**src/rtl/wct_pkg.sv**
```systemverilog
// Purpose: constants shared by the watchdog and capture timer block
// Assumes: AXI4-Lite with 32-bit data, byte addresses as below
// Notes: gp timer control bits [6:0] are a local layout
`default_nettype none
package wct_pkg;
  // ==========================================================
  // register byte addresses
  localparam logic [31:0] ADDR_WD_LOAD = 32'hFFFF0360;
  localparam logic [31:0] ADDR_WD_VALUE = 32'hFFFF0364;
  localparam logic [31:0] ADDR_WD_CTRL = 32'hFFFF0368;
  localparam logic [31:0] ADDR_WD_REFRESH = 32'hFFFF036C;
  localparam logic [31:0] ADDR_GP_LOAD = 32'hFFFF0380;
  localparam logic [31:0] ADDR_GP_COUNT = 32'hFFFF0384;
  localparam logic [31:0] ADDR_GP_CTRL = 32'hFFFF0388;
  localparam logic [31:0] ADDR_GP_CLEAR = 32'hFFFF038C;
  localparam logic [31:0] ADDR_GP_CAPTURE = 32'hFFFF0390;
  localparam logic [31:0] ADDR_STATUS = 32'hFFFF0394;
  // ==========================================================
  // reset values and writable masks
  localparam logic [15:0] WD_CTRL_RESET = 16'h0000;
  localparam logic [15:0] WD_CTRL_MASK = 16'h01FF;
  localparam logic [15:0] WD_LOAD_RESET = 16'hFFFF;
  localparam logic [31:0] GP_CTRL_RESET = 32'h00000000;
  localparam logic [31:0] GP_CTRL_MASK = 32'h0003F07F;
  localparam logic [31:0] GP_LOAD_RESET = 32'h00000000;
  // ==========================================================
  // watchdog control fields
  localparam int WD_UP = 8;
  localparam int WD_EN = 7;
  localparam int WD_PERIODIC = 6;
  localparam int WD_WDOG = 5;
  localparam int WD_SECURE = 4;
  localparam int WD_PRE_LO = 2;
  localparam int WD_IRQ = 1;
  localparam int WD_STOP_IN_POWERDOWN = 0;
  // ==========================================================
  // gp timer control fields
  localparam int GP_CAP_EN = 17;
  localparam int GP_SEL_LO = 12;
  localparam int GP_EN = 6;
  localparam int GP_UP = 5;
  localparam int GP_TOD = 4;
  localparam int GP_PRE_LO = 2;
  localparam int GP_SRC_LO = 0;
  // ==========================================================
  // prescaler terminal counts, time-of-day limits
  localparam logic [14:0] DIV1_MAX = 15'h0000;
  localparam logic [14:0] DIV16_MAX = 15'h000F;
  localparam logic [14:0] DIV256_MAX = 15'h00FF;
  localparam logic [14:0] DIV32K_MAX = 15'h7FFF;
  localparam logic [7:0] HUND_MAX = 8'h63;
  localparam logic [7:0] SEC_MAX = 8'h3B;
  localparam logic [7:0] MIN_MAX = 8'h3B;
  localparam logic [7:0] HOUR_MAX = 8'h17;
  localparam logic [1:0] RESP_OKAY = 2'h0;
  localparam logic [1:0] RESP_SLVERR = 2'h2;
  typedef enum logic [1:0] {
    SRC_OSC = 2'h0,
    SRC_CORE = 2'h1,
    SRC_PLL = 2'h2,
    SRC_EXT = 2'h3
  } wct_src_e;
endpackage : wct_pkg
`default_nettype wire

```
**src/rtl/wct_timers.sv**
```systemverilog
// Purpose: watchdog timer and 32-bit capture timer behind AXI4-Lite
// Assumes: one clock sys_clk at 125 MHz, async active-high reset rst
// Notes: oscillator and external pins are synchronised before use
`timescale 1ns/1ns
`default_nettype none
// Function
// - any refresh register write reloads the watchdog counter
// - watchdog control accepts one write after reset, reads always allowed
// - watchdog control bit 8 set counts up, cleared counts down
// - watchdog control bit 7 enables counting, cleared halts it
// - watchdog control bit 6 picks periodic, cleared picks free running
// - watchdog control bit 5 turns watchdog behaviour on
// - watchdog control bit 4 turns the secure refresh option on
// - watchdog prescaler bits 3:2 code 00 divides 32.768 kHz by one
// - watchdog bit 1 makes expiry raise an interrupt instead of reset
// - watchdog bit 0 stops the timer while peripherals are powered down
// - gp timer is 32-bit up/down with osc, core, PLL or external source
// - gp prescaler divides by 1, 16, 256 or 32768
// - gp count is plain binary or hours, minutes, seconds, hundredths
// - first assertion of chosen event copies count to capture, keeps counting
// - gp control bit 17 enables capture, bits 16:12 pick the event
// - load, count, capture are 32-bit; count and capture read-only
// - any write to gp clear register clears the gp interrupt unless an overflow sets it in that cycle
// - gp counter reloads from load on overflow and on clear write
// - in low power gp timer keeps counting on osc or external source
module wct_timers import wct_pkg::*; (
  // clock and reset
  input wire logic sys_clk,
  input wire logic rst,
  // axi4-lite write address and data
  input wire logic [31:0] s_axi_awaddr,
  input wire logic s_axi_awvalid,
  output logic s_axi_awready,
  input wire logic [31:0] s_axi_wdata,
  input wire logic [3:0] s_axi_wstrb,
  input wire logic s_axi_wvalid,
  output logic s_axi_wready,
  // axi4-lite write response
  output logic [1:0] s_axi_bresp,
  output logic s_axi_bvalid,
  input wire logic s_axi_bready,
  // axi4-lite read
  input wire logic [31:0] s_axi_araddr,
  input wire logic s_axi_arvalid,
  output logic s_axi_arready,
  output logic [31:0] s_axi_rdata,
  output logic [1:0] s_axi_rresp,
  output logic s_axi_rvalid,
  input wire logic s_axi_rready,
  // clock sources and power state
  input wire logic osc32kPin,
  input wire logic extClkPin,
  input wire logic pllTick,
  input wire logic periphPowerDown,
  input wire logic lowPower,
  // capture event sources
  input wire logic [31:0] eventIn,
  // timer outputs
  output logic wdResetReq,
  output logic wdIrq,
  output logic gpIrq
);
  // ==========================================================
  // secure refresh key, arbitrary value
  localparam logic [7:0] REFRESH_KEY = 8'hA5;

  // ==========================================================
  // pin synchronisers and tick edges
  logic oscS1_q, oscS2_q, oscS3_q, extS1_q, extS2_q, extS3_q;
  always_ff @(posedge sys_clk or posedge rst) begin
    if (rst) begin
      oscS1_q <= 1'b0;
      oscS2_q <= 1'b0;
      oscS3_q <= 1'b0;
      extS1_q <= 1'b0;
      extS2_q <= 1'b0;
      extS3_q <= 1'b0;
    end else begin
      oscS1_q <= osc32kPin;
      oscS2_q <= oscS1_q;
      oscS3_q <= oscS2_q;
      extS1_q <= extClkPin;
      extS2_q <= extS1_q;
      extS3_q <= extS2_q;
    end
  end
  logic oscTick, extTick;
  assign oscTick = oscS2_q & ~oscS3_q;
  assign extTick = extS2_q & ~extS3_q;

  // ==========================================================
  // axi write channel
  logic awHeld_q, wHeld_q;
  logic [31:0] awAddr_q, wData_q;
  logic [3:0] wStrb_q;
  logic doWrite;
  logic wrHit;
  assign doWrite = awHeld_q & wHeld_q & ~s_axi_bvalid;
  always_ff @(posedge sys_clk or posedge rst) begin
    if (rst) begin
      awHeld_q <= 1'b0;
      wHeld_q <= 1'b0;
      awAddr_q <= 32'h00000000;
      wData_q <= 32'h00000000;
      wStrb_q <= 4'h0;
      s_axi_awready <= 1'b1;
      s_axi_wready <= 1'b1;
      s_axi_bvalid <= 1'b0;
      s_axi_bresp <= RESP_OKAY;
    end else begin
      if (s_axi_awvalid && s_axi_awready) begin
        awAddr_q <= s_axi_awaddr;
        awHeld_q <= 1'b1;
        s_axi_awready <= 1'b0;
      end
      if (s_axi_wvalid && s_axi_wready) begin
        wData_q <= s_axi_wdata;
        wStrb_q <= s_axi_wstrb;
        wHeld_q <= 1'b1;
        s_axi_wready <= 1'b0;
      end
      if (doWrite) begin
        s_axi_bvalid <= 1'b1;
        s_axi_bresp <= wrHit ? RESP_OKAY : RESP_SLVERR;
      end
      if (s_axi_bvalid && s_axi_bready) begin
        s_axi_bvalid <= 1'b0;
        awHeld_q <= 1'b0;
        wHeld_q <= 1'b0;
        s_axi_awready <= 1'b1;
        s_axi_wready <= 1'b1;
      end
    end
  end

  function automatic logic [31:0] merge(input logic [31:0] old,
      input logic [31:0] data, input logic [3:0] strb);
    logic [31:0] res;
    res = old;
    for (int i = 0; i < 4; i++) begin
      if (strb[i]) begin
        res[i*8 +: 8] = data[i*8 +: 8];
      end
    end
    return res;
  endfunction : merge

  logic wrWdLoad, wrWdCtrl, wrWdRefresh, wrGpLoad, wrGpCtrl, wrGpClear;
  always_comb begin
    wrWdLoad = doWrite && awAddr_q == ADDR_WD_LOAD;
    wrWdCtrl = doWrite && awAddr_q == ADDR_WD_CTRL;
    wrWdRefresh = doWrite && awAddr_q == ADDR_WD_REFRESH;
    wrGpLoad = doWrite && awAddr_q == ADDR_GP_LOAD;
    wrGpCtrl = doWrite && awAddr_q == ADDR_GP_CTRL;
    wrGpClear = doWrite && awAddr_q == ADDR_GP_CLEAR;
    wrHit = wrWdLoad | wrWdCtrl | wrWdRefresh | wrGpLoad | wrGpCtrl |
      wrGpClear | (awAddr_q == ADDR_WD_VALUE) |
      (awAddr_q == ADDR_GP_COUNT) | (awAddr_q == ADDR_GP_CAPTURE) |
      (awAddr_q == ADDR_STATUS);
  end

  // ==========================================================
  // watchdog registers
  logic [15:0] wdCtrl_q, wdLoad_q, wdCount_q;
  logic wdCtrlDone_q;
  always_ff @(posedge sys_clk or posedge rst) begin
    if (rst) begin
      wdCtrl_q <= WD_CTRL_RESET;
      wdCtrlDone_q <= 1'b0;
    end else if (wrWdCtrl && !wdCtrlDone_q) begin
      wdCtrl_q <= 16'(merge({16'h0000, wdCtrl_q}, wData_q, wStrb_q))
        & WD_CTRL_MASK;
      wdCtrlDone_q <= 1'b1;
    end
  end
  always_ff @(posedge sys_clk or posedge rst) begin
    if (rst) begin
      wdLoad_q <= WD_LOAD_RESET;
    end else if (wrWdLoad) begin
      wdLoad_q <= 16'(merge({16'h0000, wdLoad_q}, wData_q, wStrb_q));
    end
  end

  // ==========================================================
  // watchdog counter
  logic wdTick, wdWrap, wdExpire, wdBadKey;
  logic [15:0] wdNext;
  // prescaler bits are not decoded: every code divides by one
  assign wdTick = oscTick && wdCtrl_q[WD_EN]
    && !(wdCtrl_q[WD_STOP_IN_POWERDOWN] && periphPowerDown);
  always_comb begin
    if (wdCtrl_q[WD_UP]) begin
      wdWrap = wdCount_q == 16'hFFFF;
      wdNext = wdCount_q + 16'h0001;
    end else begin
      wdWrap = wdCount_q == 16'h0000;
      wdNext = wdCount_q - 16'h0001;
    end
  end
  // secure refresh: a wrong key counts as an immediate expiry
  assign wdBadKey = wrWdRefresh && wdCtrl_q[WD_SECURE]
    && wStrb_q[0] && wData_q[7:0] != REFRESH_KEY;
  assign wdExpire = wdCtrl_q[WD_WDOG] && ((wdTick && wdNext == 16'h0000)
    || wdBadKey);
  always_ff @(posedge sys_clk or posedge rst) begin
    if (rst) begin
      wdCount_q <= 16'h0000;
    end else if (wrWdRefresh) begin
      wdCount_q <= wdLoad_q;
    end else if (wdTick) begin
      if (wdExpire || (wdWrap && wdCtrl_q[WD_PERIODIC])) begin
        wdCount_q <= wdLoad_q;
      end else begin
        wdCount_q <= wdNext;
      end
    end
  end
  always_ff @(posedge sys_clk or posedge rst) begin
    if (rst) begin
      wdResetReq <= 1'b0;
      wdIrq <= 1'b0;
    end else begin
      wdResetReq <= wdExpire && !wdCtrl_q[WD_IRQ];
      if (wdExpire && wdCtrl_q[WD_IRQ]) begin
        wdIrq <= 1'b1;
      end else if (wrWdRefresh) begin
        wdIrq <= 1'b0;
      end
    end
  end

  // ==========================================================
  // gp timer registers
  logic [31:0] gpCtrl_q, gpLoad_q, gpCount_q, gpCap_q;
  always_ff @(posedge sys_clk or posedge rst) begin
    if (rst) begin
      gpCtrl_q <= GP_CTRL_RESET;
      gpLoad_q <= GP_LOAD_RESET;
    end else begin
      if (wrGpCtrl) begin
        gpCtrl_q <= merge(gpCtrl_q, wData_q, wStrb_q) & GP_CTRL_MASK;
      end
      if (wrGpLoad) begin
        gpLoad_q <= merge(gpLoad_q, wData_q, wStrb_q);
      end
    end
  end

  // ==========================================================
  // gp clock source and prescaler
  logic [1:0] gpSrc, gpPre;
  logic srcTick, gpTick;
  logic [14:0] pre_q, preMax;
  assign gpSrc = gpCtrl_q[GP_SRC_LO +: 2];
  assign gpPre = gpCtrl_q[GP_PRE_LO +: 2];
  always_comb begin
    unique case (wct_src_e'(gpSrc))
      SRC_OSC: srcTick = oscTick;
      SRC_CORE: srcTick = !lowPower;
      SRC_PLL: srcTick = pllTick && !lowPower;
      SRC_EXT: srcTick = extTick;
    endcase
    unique case (gpPre)
      2'h0: preMax = DIV1_MAX;
      2'h1: preMax = DIV16_MAX;
      2'h2: preMax = DIV256_MAX;
      2'h3: preMax = DIV32K_MAX;
    endcase
  end
  assign gpTick = srcTick && pre_q >= preMax;
  always_ff @(posedge sys_clk or posedge rst) begin
    if (rst) begin
      pre_q <= 15'h0000;
    end else if (!gpCtrl_q[GP_EN] || wrGpClear) begin
      pre_q <= 15'h0000;
    end else if (srcTick) begin
      pre_q <= gpTick ? 15'h0000 : pre_q + 15'h0001;
    end
  end

  // ==========================================================
  // time-of-day step: fields hours, minutes, seconds, hundredths
  function automatic logic [32:0] todStep(input logic [31:0] v,
      input logic up);
    logic [7:0] lim [4];
    logic [31:0] r;
    logic carry;
    lim[0] = HUND_MAX;
    lim[1] = SEC_MAX;
    lim[2] = MIN_MAX;
    lim[3] = HOUR_MAX;
    r = v;
    carry = 1'b1;
    for (int i = 0; i < 4; i++) begin
      if (carry) begin
        if (up) begin
          carry = r[i*8 +: 8] >= lim[i];
          r[i*8 +: 8] = carry ? 8'h00 : r[i*8 +: 8] + 8'h01;
        end else begin
          carry = r[i*8 +: 8] == 8'h00;
          r[i*8 +: 8] = carry ? lim[i] : r[i*8 +: 8] - 8'h01;
        end
      end
    end
    return {carry, r};
  endfunction : todStep

  // ==========================================================
  // gp counter
  logic [32:0] gpStep;
  always_comb begin
    if (gpCtrl_q[GP_TOD]) begin
      gpStep = todStep(gpCount_q, gpCtrl_q[GP_UP]);
    end else if (gpCtrl_q[GP_UP]) begin
      gpStep = {1'b0, gpCount_q} + 33'h000000001;
    end else begin
      gpStep = {gpCount_q == 32'h00000000, gpCount_q - 32'h00000001};
    end
  end
  logic gpOvf;
  assign gpOvf = gpCtrl_q[GP_EN] && gpTick && gpStep[32];
  always_ff @(posedge sys_clk or posedge rst) begin
    if (rst) begin
      gpCount_q <= 32'h00000000;
    end else if (wrGpClear || gpOvf) begin
      gpCount_q <= gpLoad_q;
    end else if (gpCtrl_q[GP_EN] && gpTick) begin
      gpCount_q <= gpStep[31:0];
    end
  end
  always_ff @(posedge sys_clk or posedge rst) begin
    if (rst) begin
      gpIrq <= 1'b0;
    end else if (gpOvf) begin
      gpIrq <= 1'b1;
    end else if (wrGpClear) begin
      gpIrq <= 1'b0;
    end
  end

  // ==========================================================
  // event capture on first assertion of the chosen source
  logic [31:0] evtPrev_q;
  logic [4:0] evtSel;
  assign evtSel = gpCtrl_q[GP_SEL_LO +: 5];
  always_ff @(posedge sys_clk or posedge rst) begin
    if (rst) begin
      evtPrev_q <= 32'h00000000;
      gpCap_q <= 32'h00000000;
    end else begin
      evtPrev_q <= eventIn;
      if (gpCtrl_q[GP_CAP_EN] && eventIn[evtSel]
          && !evtPrev_q[evtSel]) begin
        gpCap_q <= gpCount_q;
      end
    end
  end

  // ==========================================================
  // axi read channel
  logic [31:0] rdMux;
  logic rdHit;
  always_comb begin
    rdHit = 1'b1;
    unique case (s_axi_araddr)
      ADDR_WD_LOAD: rdMux = {16'h0000, wdLoad_q};
      ADDR_WD_VALUE: rdMux = {16'h0000, wdCount_q};
      ADDR_WD_CTRL: rdMux = {16'h0000, wdCtrl_q};
      ADDR_GP_LOAD: rdMux = gpLoad_q;
      ADDR_GP_COUNT: rdMux = gpCount_q;
      ADDR_GP_CTRL: rdMux = gpCtrl_q;
      ADDR_GP_CAPTURE: rdMux = gpCap_q;
      ADDR_STATUS: rdMux = {29'h00000000, wdCtrlDone_q, gpIrq, wdIrq};
      ADDR_WD_REFRESH, ADDR_GP_CLEAR: rdMux = 32'h00000000;
      default: begin
        rdMux = 32'h00000000;
        rdHit = 1'b0;
      end
    endcase
  end
  always_ff @(posedge sys_clk or posedge rst) begin
    if (rst) begin
      s_axi_arready <= 1'b1;
      s_axi_rvalid <= 1'b0;
      s_axi_rdata <= 32'h00000000;
      s_axi_rresp <= RESP_OKAY;
    end else if (s_axi_arvalid && s_axi_arready) begin
      s_axi_arready <= 1'b0;
      s_axi_rvalid <= 1'b1;
      s_axi_rdata <= rdMux;
      s_axi_rresp <= rdHit ? RESP_OKAY : RESP_SLVERR;
    end else if (s_axi_rvalid && s_axi_rready) begin
      s_axi_rvalid <= 1'b0;
      s_axi_arready <= 1'b1;
    end
  end
endmodule : wct_timers
`default_nettype wire

```
**config.mk**
```make
export PLATFORM = sky130hd
export DESIGN_NAME = wct_timers
export DESIGN_NICKNAME = d
export VERILOG_FILES = /design/src/rtl/wct_pkg.sv /design/src/rtl/wct_timers.sv
export SDC_FILE = /design/constraint.sdc
export NUM_CORES = 1
export LEC_CHECK = 0
export BUFFER_PORTS_ARGS = -buffer_cell sky130_fd_sc_hd__buf_4
export CAP_MARGIN = 30
export CORE_ASPECT_RATIO = 1.75
export CORE_MARGIN = 5
export CORE_UTILIZATION = 50
export DETAILED_ROUTE_END_ITERATION = 10
export PLACE_DENSITY = 0.7
export SYNTH_ARGS = -nofsm -noshare
export SYNTH_HDL_FRONTEND = slang
export SYNTH_SLANG_ARGS = --single-unit
```
**constraint.sdc**
```tcl
create_clock -name sys_clk -period 11.4 [get_ports sys_clk]
set_clock_uncertainty 0.15 [all_clocks]
set_input_delay 2.85 -clock sys_clk [delete_from_list [all_inputs] [get_ports sys_clk]]
set_output_delay 2.85 -clock sys_clk [all_outputs]
set_load 0.03 [all_outputs]
```
==> impl_results.md <==
- Run status: finished, final reports clean
- Die area: 38700 um^2
- Placer Congestion: 0.9498
- Period minus WS final: 5.356 ns
- Main synth FF type: dfrtp_1
- Setup TNS: 0 ns
- EDFF count, synth: 0
- Hold WS: 0.1974 ns
- Final Max Slew Viols: 0
- CTS H-tree depth: 1
- Via count: 14.63k
- Worst Path Buf+Inv: 1
- Synth unique cells: 85
- HPWL after DPL: 37.06 mm
- Post-Syn Instances: 1722
- VDD IR max: 0.1289 mV
- Post-Synthesis Cell Area: 17370 um^2
- Final Hold Vio Count: 0
- Worst slew margin: 33.45%
- Max Root-Sink Buffers: 3
- Crit. End Element: flop
- Cell area after placement: 19160 um^2
- Fin area: 20190 um^2
- Period utilization: 46.98%
- Crit path capture: s_axi_rdata[8]$_DFFE_PP0P_
- Core area: 34460 um^2
- Die W: 150.9 um
- Slowest cell on the critical path: nor2_4
- Min-delay src: oscS1_q$_DFF_PP0_
- Grt ovf: 0
- CP peak stage delay: 0.78 ns
- Synth-to-Final Area Change: 16.25%
- DRT Wirelength: 50.23 mm
- Commonest cells in the netlist: dfrtp_1, mux2_2, nand2_1, clkbuf_1, a21oi_1
- Ports: 188
- Sink Count: 316
- First drt pass iteration count: 8
- Ys async rst share: 100.0%
- Reg clk slew, reported paths: 0.06 ns
- CTS tree: built
- Share of cells above drive strength 1: 25.64%
- Setup crit start kind: input port
- Fill cells: 3013
- Largest cells by area after synthesis: dfrtp_1, mux2_2, nand2_1
- Wire per inst: 21.50 um
- Skew-Pair Late Insertion Delay: 0.59 ns
- R2R Path Start: wdCtrl_q[8]$_DFFE_PP0P_
- Cell family with most CP delay: simple AND/OR/NAND/NOR gates
- Syn. warnings: 0
- Cell taking the most area after synthesis: dfrtp_1
- CTS resizes: 0
- Worst path arrival time: 5.71 ns
- Crit. Startpoint: s_axi_araddr[10]
- Crit path cell chain: buf_4, nand4bb_1, nor4_1, nand3_1, or3_1, nor2_4, a222oi_1, a21oi_1, a21o_1
- Std cell rows: 90
- Vias per std cell: 6.264
- Post-route DRC violation count: 0
- Initial DRC count: 1570
- R2R cell count: 10
- Power per Cell Area: 134.0 nW/um^2
- Layout Utilization: 58.59%
- Antenna diodes: 0
- Measured slew at the worst slew-check pin: 0.9959 ns
- Cts hold-fix bufs: 0
- Reg2reg end: wdCount_q[15]$_DFFE_PP0P_
- Kind of critical path: input port to flop
- Maximum clock frequency: 0.1867 GHz
- CTS Buf Count: 29
- Hold crit path type: flop to flop
- WP depth: 9
- Initial antenna violation count: 1
- Max-Cap Viols: 0
- Post-synthesis sequential area ratio: 45.67%
- First-pass GRT wire length: 80.61 mm
- Pleak: 9.002 nW
- Port-buffer cells: 185
- Largest net degree at the start of global routing: 74
- Clk root buf: clkbuf_16
- Initial core utilization: 50.40%
- Vias in the first global route: 14.89k
- Chip height: 256.5 um
- Most numerous cell in the Yosys netlist: dfrtp_1
- RSZ-0062 raised after global routing: no
- Yosys top cell area share: 42.80%
- CP Max Fanout: 32
- Critical path required time: 11.75 ns
- Final setup fails: 0
- Post-route ant nets: 0
- Post-CTS Setup Inserts: 0
- Flop2flop setup slack: 6.93 ns
- Post-synthesis register bit count: 316
- Mean Syn Cell Area: 10.08 um^2
- Post-layout nets: 2038
- GRT Util Overall: 25.90%
## metal layers
metal	global-route usage, %	share of wire [%]
met1	30.76	37
met2	46.76	54
met3	2.933	5.0
met4	10.79	4.4
met5	0	0.032
## placed cells by master (no fill, tap or decap), types with 8 or more instances in the layout
master	instances
a211oi_1	14
a21o_1	25
a21oi_1	91
a221oi_1	11
a222oi_1	39
a22oi_1	20
a31oi_1	30
and3_1	24
buf_4	207
clkbuf_16	29
dfrtp_1	297
dfstp_2	19
ha_1	39
inv_1	60
mux2_2	162
mux2i_1	25
nand2_1	158
nand2b_1	9
nand3_1	34
nand4_1	34
nor2_1	85
nor2b_1	8
nor3_1	34
nor4_1	26
o211ai_1	15
o21a_1	9
o21ai_0	74
o21ai_1	40
o31ai_1	15
o32ai_1	16
or3_1	18
or4_1	8
xnor2_1	20
xor2_1	10
## layout make-up
class                   instances  area [um^2]  share of cell area (%)
repair buffers                213         1679                   8.317
flip-flops and latches        316         7931                   39.29
clock buffers                  42        834.6                   4.134
well taps                     460        575.6                   2.851
inverters                      61        232.7                   1.153
multi-input cells            1233         8790                   43.54
clock inverters                11        145.1                  0.7189
## cell families after synthesis
group	after synthesis	synth area share [%]
other cells	1	0.02159
fa+ha+maj	40	2.925
xor+xnor	30	1.513
buf+inv	174	3.956
compound gates	466	18.22
flops	316	45.67
mux	194	12.85
simple gates	501	14.84
## state kept, by name, indices dropped and copies added (netlist names), 4 cells and up
signal / flops
awAddr_q: 32
gpLoad_q: 32
wdLoad_q: 16
gpCount_q: 32
wStrb_q: 4
s_axi_rdata: 32
wdCtrl_q: 9
pre_q: 15
wdCount_q: 16
wData_q: 32
evtPrev_q: 32
gpCtrl_q: 13
gpCap_q: 32
## stage by stage
step / cells / worst slack (ns) / total power, mW
2_1_floorplan: 1723 / 4.205 / 1.580
3_3_place_gp: 2277 / 5.399 / 1.695
3_5_place_dp: 2281 / 5.463 / 1.716
4_1_cts: 2334 / 6.052 / 2.725
5_1_grt: 2336 / 5.895 / 2.816
6_report: 2336 / 6.044 / 2.704
## power breakdown
part	total, mW	switching [mW]	internal (mW)
clock	1.01	0.433	0.577
sequential	1.38	0.119	1.27
combinational	0.310	0.129	0.181
total	2.70	0.681	2.02
## how the worst min path moves through the flow
stage / end / slack, ns / cells after the start
3_3_place_gp: oscS2_q$_DFF_PP0_ / 0.19 / 0
6_report: oscS2_q$_DFF_PP0_ / 0.20 / 0
2_1_floorplan: extS2_q$_DFF_PP0_ / 0.18 / 0
3_5_place_dp: oscS2_q$_DFF_PP0_ / 0.19 / 0
4_1_cts: oscS2_q$_DFF_PP0_ / 0.20 / 0
5_1_grt: extS2_q$_DFF_PP0_ / 0.21 / 0
Note: power is estimated with default switching activity, not from simulation.
